==> src/hw/fcb_pkg.sv <==
/*
 * Constants, field layouts and carrier types for the second-channel
 * equalizer_fir coefficient bank (taps four to nine).
 * Assumes an APB register port with 32-bit data; register indices are
 * word indices, so the byte address of each register is four times it.
 */
// What this block does
// - Side taps hold 12-bit signed, four reserved bits
// - Coefficients feed filter only in dual mode
// - Taps four to nine at rising offsets
// - Centre tap 18-bit signed, six reserved
// - Ninth tap reads its field MSB as zero
// - All coefficient registers reset to zero
package fcb_pkg;

    // Register indices; byte address is index shifted by FCB_IDX_SHIFT
    localparam int unsigned FCB_IDX_W = 12;
    localparam logic [11:0] FCB_IDX_TAP4 = 12'h44e;
    localparam logic [11:0] FCB_IDX_CENTER = 12'h450;
    localparam logic [11:0] FCB_IDX_TAP6 = 12'h453;
    localparam logic [11:0] FCB_IDX_TAP7 = 12'h455;
    localparam logic [11:0] FCB_IDX_TAP8 = 12'h457;
    localparam logic [11:0] FCB_IDX_TAP9 = 12'h459;
    localparam logic [11:0] FCB_IDX_STATUS = 12'h45b;
    localparam int unsigned FCB_IDX_SHIFT = 2;

    // Field layouts
    localparam int unsigned FCB_TAP_W = 12;
    localparam int unsigned FCB_TAP_REG_W = 16;
    localparam int unsigned FCB_CTR_W = 18;
    localparam int unsigned FCB_CTR_REG_W = 24;
    localparam int unsigned FCB_STAT_DUAL_BIT = 0;

    // Readback of the ninth tap loses the field's top bit
    localparam logic [15:0] FCB_TAP9_RD_MASK = 16'hf7ff;

    // Values after reset
    localparam logic [15:0] FCB_TAP_RST = 16'h0000;
    localparam logic [23:0] FCB_CTR_RST = 24'h000000;
    localparam logic [31:0] FCB_RDATA_RST = 32'h00000000;

    // Coefficient set as presented to the second-channel filter
    typedef struct packed {
        logic signed [11:0] tap4;
        logic signed [17:0] center;
        logic signed [11:0] tap6;
        logic signed [11:0] tap7;
        logic signed [11:0] tap8;
        logic signed [11:0] tap9;
    } fcb_coeff_s;

endpackage : fcb_pkg

==> src/hw/fcb_coeff_reg.sv <==
/*
 * One coefficient register: full-width storage with a write strobe.
 * Assumes the write strobe is a single-cycle pulse from the bus slave.
 */
`timescale 1ns/1ns
module fcb_coeff_reg
    import fcb_pkg::*;
#(
    parameter int unsigned W = 16,
    parameter logic [W-1:0] RST = '0
) (
    // Clock and reset
    input wire logic clk,
    input wire logic rst_n,
    // Write side
    input wire logic wr_en,
    input wire logic [W-1:0] wdata,
    // Stored value
    output logic [W-1:0] q
);

    // Reserved bits are stored too, so software reads back what it wrote
    always_ff @(posedge clk or negedge rst_n) begin
        if (!rst_n) begin
            q <= RST;
        end else if (wr_en) begin
            q <= wdata;
        end
    end

endmodule : fcb_coeff_reg

==> src/hw/fcb_bank.sv <==
/*
 * Second-channel equalizer_fir coefficient bank, taps four to nine,
 * with an APB slave port and a registered coefficient bus to the filter.
 * Assumes an APB3 master (no strobes), pins synchronous to pclk, and a
 * dual_chan_mode level from the mode logic elsewhere in the device.
 */
`timescale 1ns/1ns
module fcb_bank
    import fcb_pkg::*;
#(
    parameter int unsigned ADDR_W = 16
) (
    // Clock and reset
    input wire logic pclk,
    input wire logic presetn,
    // APB slave
    input wire logic psel,
    input wire logic penable,
    input wire logic pwrite,
    input wire logic [ADDR_W-1:0] paddr,
    input wire logic [31:0] pwdata,
    output logic pready,
    output logic [31:0] prdata,
    output logic pslverr,
    // Operating mode
    input wire logic dual_chan_mode,
    // Coefficients to the second-channel filter
    output fcb_coeff_s coeff_out,
    output logic coeff_valid
);

    localparam int unsigned WA_W = ADDR_W - FCB_IDX_SHIFT;

    // Stored registers
    logic [15:0] tap4_q;
    logic [23:0] center_q;
    logic [15:0] tap6_q;
    logic [15:0] tap7_q;
    logic [15:0] tap8_q;
    logic [15:0] tap9_q;

    // Bus phase
    wire access = psel && penable;
    wire done = access && pready;
    wire wr_fire = done && pwrite;
    wire word_aligned = (paddr[FCB_IDX_SHIFT-1:0] == '0);
    wire [WA_W-1:0] word_addr = paddr[ADDR_W-1:FCB_IDX_SHIFT];

    // Address decode, one hit per register index
    wire sel_tap4 = word_aligned &&
        (word_addr == WA_W'(FCB_IDX_TAP4));
    wire sel_center = word_aligned &&
        (word_addr == WA_W'(FCB_IDX_CENTER));
    wire sel_tap6 = word_aligned &&
        (word_addr == WA_W'(FCB_IDX_TAP6));
    wire sel_tap7 = word_aligned &&
        (word_addr == WA_W'(FCB_IDX_TAP7));
    wire sel_tap8 = word_aligned &&
        (word_addr == WA_W'(FCB_IDX_TAP8));
    wire sel_tap9 = word_aligned &&
        (word_addr == WA_W'(FCB_IDX_TAP9));
    wire sel_status = word_aligned &&
        (word_addr == WA_W'(FCB_IDX_STATUS));
    wire hit = sel_tap4 || sel_center || sel_tap6 || sel_tap7 ||
        sel_tap8 || sel_tap9 || sel_status;

    // Write strobes; the status register is read only
    wire we_tap4 = wr_fire && sel_tap4;
    wire we_center = wr_fire && sel_center;
    wire we_tap6 = wr_fire && sel_tap6;
    wire we_tap7 = wr_fire && sel_tap7;
    wire we_tap8 = wr_fire && sel_tap8;
    wire we_tap9 = wr_fire && sel_tap9;

    // Side taps keep the 16-bit word, centre the 24-bit word
    wire [15:0] wdata_tap = pwdata[FCB_TAP_REG_W-1:0];
    wire [23:0] wdata_ctr = pwdata[FCB_CTR_REG_W-1:0];

    fcb_coeff_reg #(.W(FCB_TAP_REG_W), .RST(FCB_TAP_RST)) u_tap4 (
        .clk(pclk),
        .rst_n(presetn),
        .wr_en(we_tap4),
        .wdata(wdata_tap),
        .q(tap4_q)
    );

    fcb_coeff_reg #(.W(FCB_CTR_REG_W), .RST(FCB_CTR_RST)) u_center (
        .clk(pclk),
        .rst_n(presetn),
        .wr_en(we_center),
        .wdata(wdata_ctr),
        .q(center_q)
    );

    fcb_coeff_reg #(.W(FCB_TAP_REG_W), .RST(FCB_TAP_RST)) u_tap6 (
        .clk(pclk),
        .rst_n(presetn),
        .wr_en(we_tap6),
        .wdata(wdata_tap),
        .q(tap6_q)
    );

    fcb_coeff_reg #(.W(FCB_TAP_REG_W), .RST(FCB_TAP_RST)) u_tap7 (
        .clk(pclk),
        .rst_n(presetn),
        .wr_en(we_tap7),
        .wdata(wdata_tap),
        .q(tap7_q)
    );

    fcb_coeff_reg #(.W(FCB_TAP_REG_W), .RST(FCB_TAP_RST)) u_tap8 (
        .clk(pclk),
        .rst_n(presetn),
        .wr_en(we_tap8),
        .wdata(wdata_tap),
        .q(tap8_q)
    );

    // Full value is stored; only the readback path drops the top bit
    fcb_coeff_reg #(.W(FCB_TAP_REG_W), .RST(FCB_TAP_RST)) u_tap9 (
        .clk(pclk),
        .rst_n(presetn),
        .wr_en(we_tap9),
        .wdata(wdata_tap),
        .q(tap9_q)
    );

    // Read data, narrower registers zero-extended
    wire [31:0] rd_tap4 = 32'(tap4_q);
    wire [31:0] rd_center = 32'(center_q);
    wire [31:0] rd_tap6 = 32'(tap6_q);
    wire [31:0] rd_tap7 = 32'(tap7_q);
    wire [31:0] rd_tap8 = 32'(tap8_q);
    wire [31:0] rd_tap9 = 32'(tap9_q & FCB_TAP9_RD_MASK);
    wire [31:0] rd_status = 32'(coeff_valid) << FCB_STAT_DUAL_BIT;
    wire [31:0] rd_mux =
        sel_tap4 ? rd_tap4 :
        sel_center ? rd_center :
        sel_tap6 ? rd_tap6 :
        sel_tap7 ? rd_tap7 :
        sel_tap8 ? rd_tap8 :
        sel_tap9 ? rd_tap9 :
        sel_status ? rd_status :
        FCB_RDATA_RST;

    // One wait state keeps pready, prdata and pslverr straight off flops
    wire next_pready = access && !pready;
    wire [31:0] next_prdata = (next_pready && !pwrite) ? rd_mux :
        FCB_RDATA_RST;
    wire next_pslverr = next_pready && !hit;

    always_ff @(posedge pclk or negedge presetn) begin
        if (!presetn) begin
            pready <= 1'b0;
            prdata <= FCB_RDATA_RST;
            pslverr <= 1'b0;
        end else begin
            pready <= next_pready;
            prdata <= next_prdata;
            pslverr <= next_pslverr;
        end
    end

    // Filter sees only the signed fields; single mode drives zeros
    fcb_coeff_s next_coeff;
    assign next_coeff.tap4 = tap4_q[FCB_TAP_W-1:0];
    assign next_coeff.center = center_q[FCB_CTR_W-1:0];
    assign next_coeff.tap6 = tap6_q[FCB_TAP_W-1:0];
    assign next_coeff.tap7 = tap7_q[FCB_TAP_W-1:0];
    assign next_coeff.tap8 = tap8_q[FCB_TAP_W-1:0];
    assign next_coeff.tap9 = tap9_q[FCB_TAP_W-1:0];

    always_ff @(posedge pclk or negedge presetn) begin
        if (!presetn) begin
            coeff_out <= '0;
            coeff_valid <= 1'b0;
        end else begin
            coeff_out <= dual_chan_mode ? next_coeff : '0;
            coeff_valid <= dual_chan_mode;
        end
    end

    wire rd_done = done && !pwrite;
endmodule : fcb_bank

==> config.mk <==
export PLATFORM = sky130hd
export DESIGN_NAME = fcb_bank
export DESIGN_NICKNAME = d
export VERILOG_FILES = /design/src/hw/fcb_pkg.sv /design/src/hw/fcb_coeff_reg.sv /design/src/hw/fcb_bank.sv
export SDC_FILE = /design/constraint.sdc
export NUM_CORES = 1
export LEC_CHECK = 0
export BUFFER_PORTS_ARGS = -buffer_cell sky130_fd_sc_hd__buf_2
export CORE_MARGIN = 5
export CORE_UTILIZATION = 49
export DETAILED_ROUTE_END_ITERATION = 7
export PLACE_DENSITY = 0.79
export SLEW_MARGIN = 5
export SYNTH_ARGS = -nofsm -noshare
export SYNTH_HDL_FRONTEND = slang
export SYNTH_SLANG_ARGS = --single-unit
==> constraint.sdc <==
create_clock -name pclk -period 2.2 [get_ports pclk]
set_clock_uncertainty 0.2 [all_clocks]
set_input_delay 0.11 -clock pclk [delete_from_list [all_inputs] [get_ports pclk]]
set_output_delay 0.11 -clock pclk [all_outputs]
set_load 0.05 [all_outputs]
# --- Word level (Yosys, flattened, before mapping) ---
# Index checks and enable logic that the tools add are counted.
# W data, S select, Z words.
op_classes:
  addsub: 0
  n_mul: 0
  div_mod_pow: 0
  magnitude_cmp: 0
  n_eq_ne: 7
  shifts: 0
  n_mux: 9
  bitwise_logic: 0
  reduce_logical: 29
ops:
  columns: ["op", "count"]
  rows:
  - ["$eq A14 B11 Y1 const B", 7]
  - ["$mux W78", 1]
  - ["$mux W24", 3]
  - ["$mux W16", 4]
  - ["$logic_and A1 B1 Y1", 19]
  - ["$logic_or A1 B1 Y1", 6]
  - ["$logic_not A1 Y1", 3]
  - ["$logic_not A2 Y1", 1]
  - ["$mux W1", 1]
word_totals:
  reg_bits: 209
  latchBits: 0
  ramBits: 0
  romBits: 0
  out_inout_bits: 113
  word_cells: 61
  memories: 0

# --- Depth between registers and ports, before layout ---
# Gate-level depths: netlist of the first run.
logic_depth:
  depth_word: 10
  ltp_mapped: 7

# --- Modules after synthesis ---
# A second synthesis of the first run with hierarchy kept.
unflattened:
  cells_unflattened: 692
  area_unflattened_um2: 9097.5
modules_own_cells:
  columns: ["mod", "n_inst", "cells_each", "area_each_um2", "seq_area_each_um2"]
  rows:
  - ["fcb_bank", 1, 471, 4853.4, 2627.5]
  - ["fcb_coeff_reg at u_tap4 ...", 5, 34, 649.4, 400.4]
  - ["fcb_coeff_reg at u_center", 1, 51, 997.2, 600.6]

# --- Least setup slack after synthesis of the first run ---
# No wires, ideal clock.
synth_path:
  path_kind: "register to register"
  start: "register pready"
  end: "register u_tap7.q[14]"
  setup_ps: 127
  arrival_time_ps: 2130
  required_time_ps: 1873
  slack_ps: -257
  stages_incl_launch_ff: 7
  path_buffers: 2
  cell_sequence: "dfrtp_1 > and4_1 > nand4_4 > or4_1 > buf_2 > buf_6 > mux2_1"
synth_between:
  elab_chain_len: 3
synth_rtl:
  columns: ["element", "line_no", "source"]
  rows:
  - ["start: declaration", "fcb_bank.sv:22", "output logic pready,"]
  - ["start signal: assignment", "fcb_bank.sv:158", "pready <= next_pready;"]
  - ["$logic_and A1 B1 Y1", "fcb_bank.sv:44", "wire done = access && pready;"]
  - ["$logic_and A1 B1 Y1", "fcb_bank.sv:45", "wire wr_fire = done && pwrite;"]
  - ["$logic_and A1 B1 Y1", "fcb_bank.sv:71", "wire we_tap7 = wr_fire && sel_tap7;"]
  - ["end signal: assignment", "fcb_coeff_reg.sv:27", "q <= wdata;"]
  - ["end: declaration", "fcb_coeff_reg.sv:19", "output logic [W-1:0] q"]
# Every way passes these cells.
# A chain may end at the register's enable or synchronous reset.

# --- Worst setup path after layout of the first run ---
layout_path:
  start: "register pready"
  end: "register u_tap8.q[6]"
layout_between:
  elab_chain_len: 3
layout_rtl:
  columns: ["element", "line_no", "source"]
  rows:
  - ["$logic_and A1 B1 Y1", "fcb_bank.sv:44", null]
  - ["$logic_and A1 B1 Y1", "fcb_bank.sv:45", null]
  - ["$logic_and A1 B1 Y1", "fcb_bank.sv:72", "wire we_tap8 = wr_fire && sel_tap8;"]
  - ["end signal: assignment", "fcb_coeff_reg.sv:27", null]
  - ["end: declaration", "fcb_coeff_reg.sv:19", null]
# Every way passes these cells.

==> impl_metrics.json, run 1 <==
{
  "status": "finished clean",
  "grt_max_degree": 80,
  "reg2reg_slack_ns": 0.03,
  "syn_avg_cell_area_sq_um": 13.8,
  "clock_tree.root_cell": "clkbuf_16",
  "dp_slack_ns": 0.000777,
  "period_share_pct": 98.8,
  "dp_hpwl_mm": 13.5,
  "timing.rr.start": "pready",
  "io_buffers": 150,
  "coreArea_sq_mm": 0.0165,
  "drive_gt1_share_pct": 43.0,
  "gp_congestion": 0.884,
  "synth_seq_area_share_pct": 63.4,
  "hold_viol_final": 0,
  "synth_most_common_cell": "dfrtp_1",
  "synthCells": 596,
  "vdd_drop_max_mv": 0.473,
  "postRouteAntennaNets": 0,
  "ys.warnings.count": 0,
  "cts_max_path_buffers": 3,
  "wl_per_cell_microns": 19.9,
  "drc": 0,
  "synth_commonest_cells": "dfrtp_1 (209), mux2_2 (101), and2_1 (87), clkbuf_1 (22)",
  "crit_fanout": 4,
  "drv_cap": 0,
  "cts_num_sinks": 209,
  "setup.worst_path.start_class": "flop",
  "insertion_delay_ns": 0.50,
  "fp.dieW_microns": 140,
  "drt-initial-drc-count": 408,
  "slew_headroom_pct": 56.6,
  "stdcell_count": 1050,
  "fin_nets": 870,
  "fin_setup_tns_ns": 0,
  "crit_path_end_kind": "flop",
  "rsz0062_at_grt": "true",
  "h-tree-depth": 1,
  "dieArea_sq_mm": 0.0195,
  "finalSetupViolations": 0,
  "netlist_area_sq_mm": 0.00825,
  "min_period_ns": 2.17,
  "drt-total-wl_mm": 20.9,
  "hold_class": "input pin to flop",
  "track_usage_pct": 20.7,
  "layout_setup_ws_ns": 0.0264,
  "crit_arrival_ns": 2.36,
  "crit_start": "pready",
  "cts-buffers-inserted": 22,
  "yosys-top-cells-area": "dfrtp_1 (63%), mux2_2 (14%), and2_1 (6.6%)",
  "synth_top_area_share_pct": 63.4,
  "synth_top_area_cell": "dfrtp_1",
  "area_growth_pct": 30.6,
  "p_leak_uw": 0.00566,
  "cts_tree": "yes",
  "antenna_found_initial": 0,
  "dp.cells": 971,
  "synthFlopType": "dfrtp_1",
  "ys_ff_latch": 209,
  "num_vias": 5699,
  "firstDrtPassIters": 5,
  "synth.distinct_cells": 50,
  "die_h_microns": 140,
  "required_ns": 2.38,
  "num_antenna_cells": 0,
  "whs_ns": 0.0350,
  "final_core_util_pct": 65.2,
  "path_clk_slew_ns": 0.07,
  "worstMarginPinSlew_ns": 0.651,
  "synth_edf_count": 0,
  "initial_utilization_pct": 49.9,
  "fmax_mhz": 460,
  "power_density_mw_per_mm2": 752,
  "grt_pass1_wl_mm": 32.7,
  "fp-row-count": 47,
  "grt_pass1_vias": 6093,
  "viasPerCell": 5.43,
  "grt-ovfl-total": 0,
  "crit_type": "flop to flop",
  "synth-async-reset-ratio_pct": 100,
  "slew_violations": 0,
  "fill_cells": 1147,
  "min_from": "paddr[3]",
  "num_io_pins": 167
}
kinds of logic after synthesis:
group	Yosys count	share of synthesized area [%]
AND/OR/NAND/NOR	172	13.3
buffers and inverters	53	3.14
AO/OA/AOI/OAI	57	5.87
multiplexers	104	14.2
other	1	0.0455
flip-flops	209	63.4
registers in the layout, indices dropped and copies added, names as in the netlist:
signal / flops
u_tap7.q: 16
u_tap8.q: 16
u_center.q: 24
u_tap9.q: 16
pready: 1
prdata: 24
coeff_valid: 1
coeff_out: 78
u_tap6.q: 16
u_tap4.q: 16
pslverr: 1
worst max-delay path: stages (launching register included):
cell     delay [ns]
dfrtp_2        0.38
and4_4         0.23
nand4_4        0.11
buf_6          0.17
nor4_4         0.39
buf_4          0.22
mux2_2         0.34
area by class of cell:
class | instances | area, sq um | area share, %
multi-input combinational | 341 | 2870 | 26.6
sequential | 209 | 5230 | 48.6
inverter | 9 | 33.8 | 0.314
clock inverter | 12 | 146 | 1.36
timing repair buffer | 233 | 1600 | 14.9
tap | 220 | 275 | 2.56
clock buffer | 26 | 617 | 5.73
metal layers:
metal	vias up	GRT usage (%)	part of all wire, %
li1	2514	-	-
met2	286	34.8	49
met3	58	4.87	7.9
met4	0	7.04	3.0
met1	2841	26.5	40
met5	-	0	0
worst paths after layout:
| check | endpoint | cells past startpoint |
|---|---|---|
| max reg2reg | u_tap8.q[6] | 6 |
| min reg2reg | prdata[22] | 1 |
| max in group asynchronous | pready | 4 |
| max | u_tap8.q[6] | 6 |
| min | prdata[0] | 5 |
| min in group asynchronous | coeff_out[4] | 3 |
through the flow:
| stage | cell area, sq um | total power, uW |
|---|---|---|
| 4_1_cts | 10600 | 8130 |
| 3_5_place_dp | 9480 | 4260 |
| 2_1_floorplan | 8300 | 4060 |
| 3_3_place_gp | 9480 | 4250 |
| 5_1_grt | 10800 | 8380 |
| 6_report | 10800 | 8100 |
power breakdown:
group / internal [uW] / switching [uW]
Clock: 2350 / 1490
Sequential: 3850 / 2.52
Combinational: 134 / 271
cell usage in the layout, fill, tap and decap left out, types with 19 or more instances in the layout:
cell type	netlist	routed
buf_2	9	147
nor3_1	19	19
dlygate4sd3_1	0	35
mux2_2	101	94
buf_4	11	35
nand2_1	19	19
clkbuf_16	0	24
dfrtp_1	209	208
and2_1	87	87
what timing repair did:
item	CTS	global route
hold buffers	37	0
buffers inserted	0	5
setup endpoints to repair	2	49
pin swaps	0	8
cloned	0	1
endpoints found under the hold margin	326	0
gates resized for setup	2	31
No activity file was read; power rests on OpenSTA's default activity.
==> run 2: changes to the inputs <==
Settings changed: CORE_UTILIZATION 49 to 51, CTS_BUF_LIST set to sky130_fd_sc_hd__clkbuf_2, HOLD_SLACK_MARGIN set to 0.06, PLACE_DENSITY 0.79 to 0.82.
==> impl_metrics.json, run 2 (synthesized netlist as in run 1, its figures left out) <==
{
  "min_period_ns": 2.16,
  "cp_slowest_cell": "a2111oi_0",
  "crit_type": "flop to flop",
  "grt-ovfl-total": 0,
  "coreArea_sq_mm": 0.0159,
  "worstMarginPinSlew_ns": 0.554,
  "cts_num_sinks": 209,
  "drive_gt1_share_pct": 42.3,
  "slew_headroom_pct": 62.1,
  "layout_setup_ws_ns": 0.0357,
  "drt-total-wl_mm": 21.1,
  "insertion_delay_ns": 0.78,
  "p_leak_uw": 0.00571,
  "grt_pass1_wl_mm": 33.0,
  "fp-row-count": 46,
  "largest_reg_flops": 78,
  "status": "finished clean",
  "grt_max_degree": 70,
  "cts_tree": "yes",
  "fin_area_sq_mm": 0.0107,
  "firstDrtPassIters": 4,
  "clock_tree.root_cell": "clkbuf_2",
  "crit_arrival_ns": 2.64,
  "rsz0062_at_grt": "true",
  "grt_pass1_vias": 6487,
  "io_buffers": 150,
  "initial_utilization_pct": 51.9,
  "hold_class": "input pin to flop",
  "path_cells": "nor4bb_1, nand4_1, buf_4, a2111oi_0, a221o_1",
  "fmax_mhz": 462,
  "clkPwrFrac_pct": 35.9,
  "required_ns": 2.67,
  "combPwrFrac_pct": 6.8,
  "postRouteAntennaNets": 0,
  "switching_share_pct": 25.6,
  "regMostFlops": "coeff_out",
  "sequentialPowerShare_pct": 57.2,
  "cts_max_path_buffers": 3,
  "cts-buffers-inserted": 51,
  "dp_slack_ns": -0.0314,
  "die_h_microns": 137,
  "power_density_mw_per_mm2": 629,
  "vdd_drop_max_mv": 0.342,
  "mostFrequentLayoutCells": "dfrtp_1 (208), buf_2 (149), mux2_2 (101), and2_1 (87), dlygate4sd3_1 (74)",
  "dieArea_sq_mm": 0.0188,
  "post_cts_buffers": 0,
  "antenna_found_initial": 0,
  "critPathTopFamily": "compound AO/OA/AOI/OAI gates",
  "drv_cap": 0,
  "final_common_cell": "dfrtp_1",
  "crit_fanout": 18,
  "slowest_delay_ns": 0.56,
  "dp_hpwl_mm": 13.6,
  "num_vias": 5903,
  "gp_congestion": 0.851,
  "switching_power_uw": 1720,
  "stdcell_count": 1126,
  "place_area_sq_mm": 0.00947,
  "finalSetupViolations": 0,
  "critPathBufInv": 1,
  "viasPerCell": 5.24,
  "path_clk_slew_ns": 0.09,
  "fin_nets": 931,
  "internal_power_uw": 5000,
  "period_share_pct": 98.4,
  "fin_setup_tns_ns": 0,
  "crit_path_end_kind": "flop",
  "drc": 0,
  "num_antenna_cells": 0,
  "wl_per_cell_microns": 18.7,
  "dp.cells": 966,
  "reg_top3": "coeff_out: 78 flops, prdata: 24 flops, u_center.q: 24 flops",
  "setup.worst_path.start_class": "flop",
  "num_io_pins": 167,
  "finalPower_uw": 6710,
  "fp.dieW_microns": 137,
  "area_growth_pct": 29.4,
  "track_usage_pct": 22.9,
  "hold_viol_final": 0,
  "slew_violations": 0,
  "h-tree-depth": 2,
  "drt-initial-drc-count": 354
}
==> run 2: stage by stage <==
| step | hold WS [ns] | utilization, % |
|---|---|---|
| floorplan | -0.386 | - |
| global placement | -0.0658 | 59.6 |
| detailed placement | -0.0568 | 59.6 |
| CTS | 0.0691 | 67.1 |
| global route | 0.105 | 67.2 |
| finish | 0.116 | 67.2 |
==> run 2: final cells by class <==
cell class / instances / area [sq um]
flip-flops and latches: 209 / 5230
fillers: 1135 / 5210
multi-input cells: 341 / 2810
repair buffers: 265 / 1890
clock buffers: 71 / 355
well taps: 216 / 270
clock inverters: 15 / 83.8
inverters: 9 / 33.8
==> run 2: power groups by stage <==
| stage | clock (uW) | combinational, uW | sequential [uW] |
|---|---|---|---|
| 2_1_floorplan | 0 | 132 | 3930 |
| 3_3_place_gp | 0 | 333 | 3920 |
| 3_5_place_dp | 0 | 346 | 3920 |
| 4_1_cts | 2480 | 451 | 3840 |
| 5_1_grt | 2690 | 497 | 3850 |
| 6_report | 2410 | 457 | 3840 |
==> run 2: path summary, 6_finish.rpt <==
kind,start,endpoint,slack (ns),depth (start not counted)
setup / recovery,pready,prdata[14],0.04,5
hold / removal,paddr[7],pslverr,0.12,4
setup reg to reg,pready,prdata[14],0.04,5
hold reg to reg,u_tap9.q[1],coeff_out[1],0.27,1
max in group asynchronous,presetn,u_tap4.q[11],0.77,4
min in group asynchronous,presetn,coeff_out[3],0.21,3
==> run 2: worst min-delay path, stage by stage <==
cell and delay, ns:
dlygate4sd3_1 0.52, buf_2 0.12, nor4b_4 0.06, a41oi_1 0.19
==> run 2: per-layer routing <==
metal	vias up	part of all wire (%)	GRT usage, %
met5	-	0	0
met3	65	7.8	6.58
li1	2666	-	-
met4	0	3.5	11.8
met1	2912	38	26.0
met2	260	51	39.2
==> run 2: timing repair <==
action / CTS / global route
resized for setup: 0 / 7
hold buffers: 75 / 0
hold endpoints to repair: 418 / 0
endpoints found under the setup margin: 0 / 21
==> run 3: changes to the inputs <==
Settings changed: CORE_UTILIZATION 51 to 45, PLACE_DENSITY 0.82 to 0.74.
==> impl_metrics.json, run 3 (synthesized netlist as in run 1, its figures left out) <==
{
  "status": "finished clean",
  "worstMarginPinSlew_ns": 0.618,
  "power_density_mw_per_mm2": 630,
  "cts_tree": "yes",
  "timing.rr.start": "pready",
  "io_buffers": 150,
  "grt_pass1_wl_mm": 34.0,
  "num_vias": 5754,
  "viasPerCell": 4.99,
  "hold_depth": 3,
  "rsz0062_at_grt": "true",
  "drive_gt1_share_pct": 42.3,
  "reg2reg_slack_ns": 0.06,
  "track_usage_pct": 19.8,
  "antenna_found_initial": 0,
  "finalPower_uw": 6800,
  "multi_input_area_sq_mm": 0.00280,
  "slew_violations": 0,
  "path_cells": "nor4bb_1, nand4_1, buf_4, a2111oi_0, a221o_1",
  "grt-ovfl-total": 0,
  "fp.dieW_microns": 145,
  "cts_max_path_buffers": 3,
  "setup.worst_path.start_class": "flop",
  "fill_cells": 1447,
  "slowest_delay_ns": 0.53,
  "drc": 0,
  "coreArea_sq_mm": 0.0180,
  "num_antenna_cells": 0,
  "r2r.worst_path.cells": 5,
  "crit_path_end_kind": "flop",
  "final_common_cell": "dfrtp_1",
  "fp-row-count": 49,
  "h-tree-depth": 2,
  "finalSetupViolations": 0,
  "crit_type": "flop to flop",
  "reg2reg_to": "prdata[15]",
  "post_cts_buffers": 0,
  "min_to": "coeff_out[32]",
  "regMostFlops": "coeff_out",
  "postRouteAntennaNets": 0,
  "crit_fanout": 18,
  "vdd_drop_max_mv": 0.435,
  "reg_top3": "coeff_out: 78 flops, prdata: 24 flops, u_center.q: 24 flops",
  "area_growth_pct": 30.9,
  "mostFrequentLayoutCells": "dfrtp_1 (208), buf_2 (149), mux2_2 (101), and2_1 (87), dlygate4sd3_1 (76)",
  "fmax_mhz": 467,
  "grt_max_degree": 71,
  "cp_slowest_cell": "a2111oi_0",
  "hold_class": "input pin to flop",
  "insertion_delay_ns": 0.79,
  "dp_hpwl_mm": 13.3,
  "path_clk_slew_ns": 0.11,
  "fin_nets": 940,
  "largest_reg_flops": 78,
  "p_leak_uw": 0.00576,
  "drt-total-wl_mm": 20.7,
  "period_share_pct": 97.3,
  "critPathBufInv": 1,
  "whs_ns": 0.154,
  "regArea_sq_mm": 0.00523,
  "crit_arrival_ns": 2.65,
  "dieArea_sq_mm": 0.0211,
  "die_h_microns": 145,
  "firstDrtPassIters": 4,
  "clock_tree.root_cell": "clkbuf_2",
  "gp_congestion": 0.814,
  "min_from": "dual_chan_mode",
  "num_io_pins": 167,
  "critPathTopFamily": "compound AO/OA/AOI/OAI gates",
  "drt-initial-drc-count": 205,
  "cts-buffers-inserted": 52,
  "required_ns": 2.71,
  "drv_cap": 0,
  "initial_utilization_pct": 45.8,
  "hold_viol_final": 0,
  "grt_pass1_vias": 6311,
  "cts_num_sinks": 209,
  "min_period_ns": 2.14,
  "slew_headroom_pct": 58.8,
  "wl_per_cell_microns": 18.0
}
==> run 3: changes by cell type in the layout (fill, tap and decap cells not counted), moves of 2 or more <==
cell,change
a2111oi_0,-3
a2111oi_1,+4
buf_12,+2
buf_4,+5
clkbuf_2,+2
clkinv_1,+3
dlygate4sd3_1,+2
==> run 3: per-stage QoR <==
stage	setup TNS, ns	area (sq um)	util [%]	setup WS [ns]	instances
finish	0	10800	59.9	0.0602	1152
global placement	-0.00853	9560	53.0	-0.00853	985
CTS	0	10800	59.7	0.0481	1150
detailed placement	0	9560	53.0	0.0665	985
floorplan	-1.14	8300	-	-0.0982	603
global route	-0.0442	10800	59.9	-0.0186	1152
==> run 3: area by class of cell <==
type / instances / share of cell area [%]
clock inverter: 18 / 0.927
clock buffer: 73 / 3.39
inverter: 9 / 0.313
sequential: 209 / 48.5
timing repair buffer: 273 / 18.3
tap: 229 / 2.65
multi-input combinational: 341 / 26.0
==> run 3: routing by layer <==
layer / GRT usage (%) / share of wire (%)
met1: 25.0 / 42
met2: 33.1 / 49
met3: 6.26 / 6.7
met4: 5.64 / 2.1
met5: 0 / 0
==> run 3: worst max path at each step <==
stage	end	slack [ns]	startpoint	depth (start not counted)
after detailed placement	u_tap7.q[14]	0.07	paddr[15]	6
after floorplan	u_tap7.q[14]	-0.1	pready	6
after global routing	prdata[2]	-0.02	pready	6
after global placement	prdata[1]	-0.009	pready	6
after CTS	u_tap7.q[13]	0.05	paddr[9]	8
final	prdata[15]	0.06	pready	5
==> run 3: what timing repair did <==
item                                    in CTS  in global routing
endpoints found under the setup margin       0                 46
hold buffers                                74                  3
endpoints found under the hold margin      418                128
resized for setup                            0                  6
==> run 3: power by group <==
part | internal [uW] | leakage [uW] | switching (uW)
logic | 188 | 0.00250 | 280
registers | 3840 | 0.00292 | 2.27
clock network | 1010 | 0.000349 | 1480
==> run 3: worst register-to-register path: stages (launching register included) <==
cell and delay (ns):
dfrtp_2 0.44, nor4bb_1 0.31, nand4_1 0.14, buf_4 0.25, a2111oi_0 0.53, a221o_1 0.20
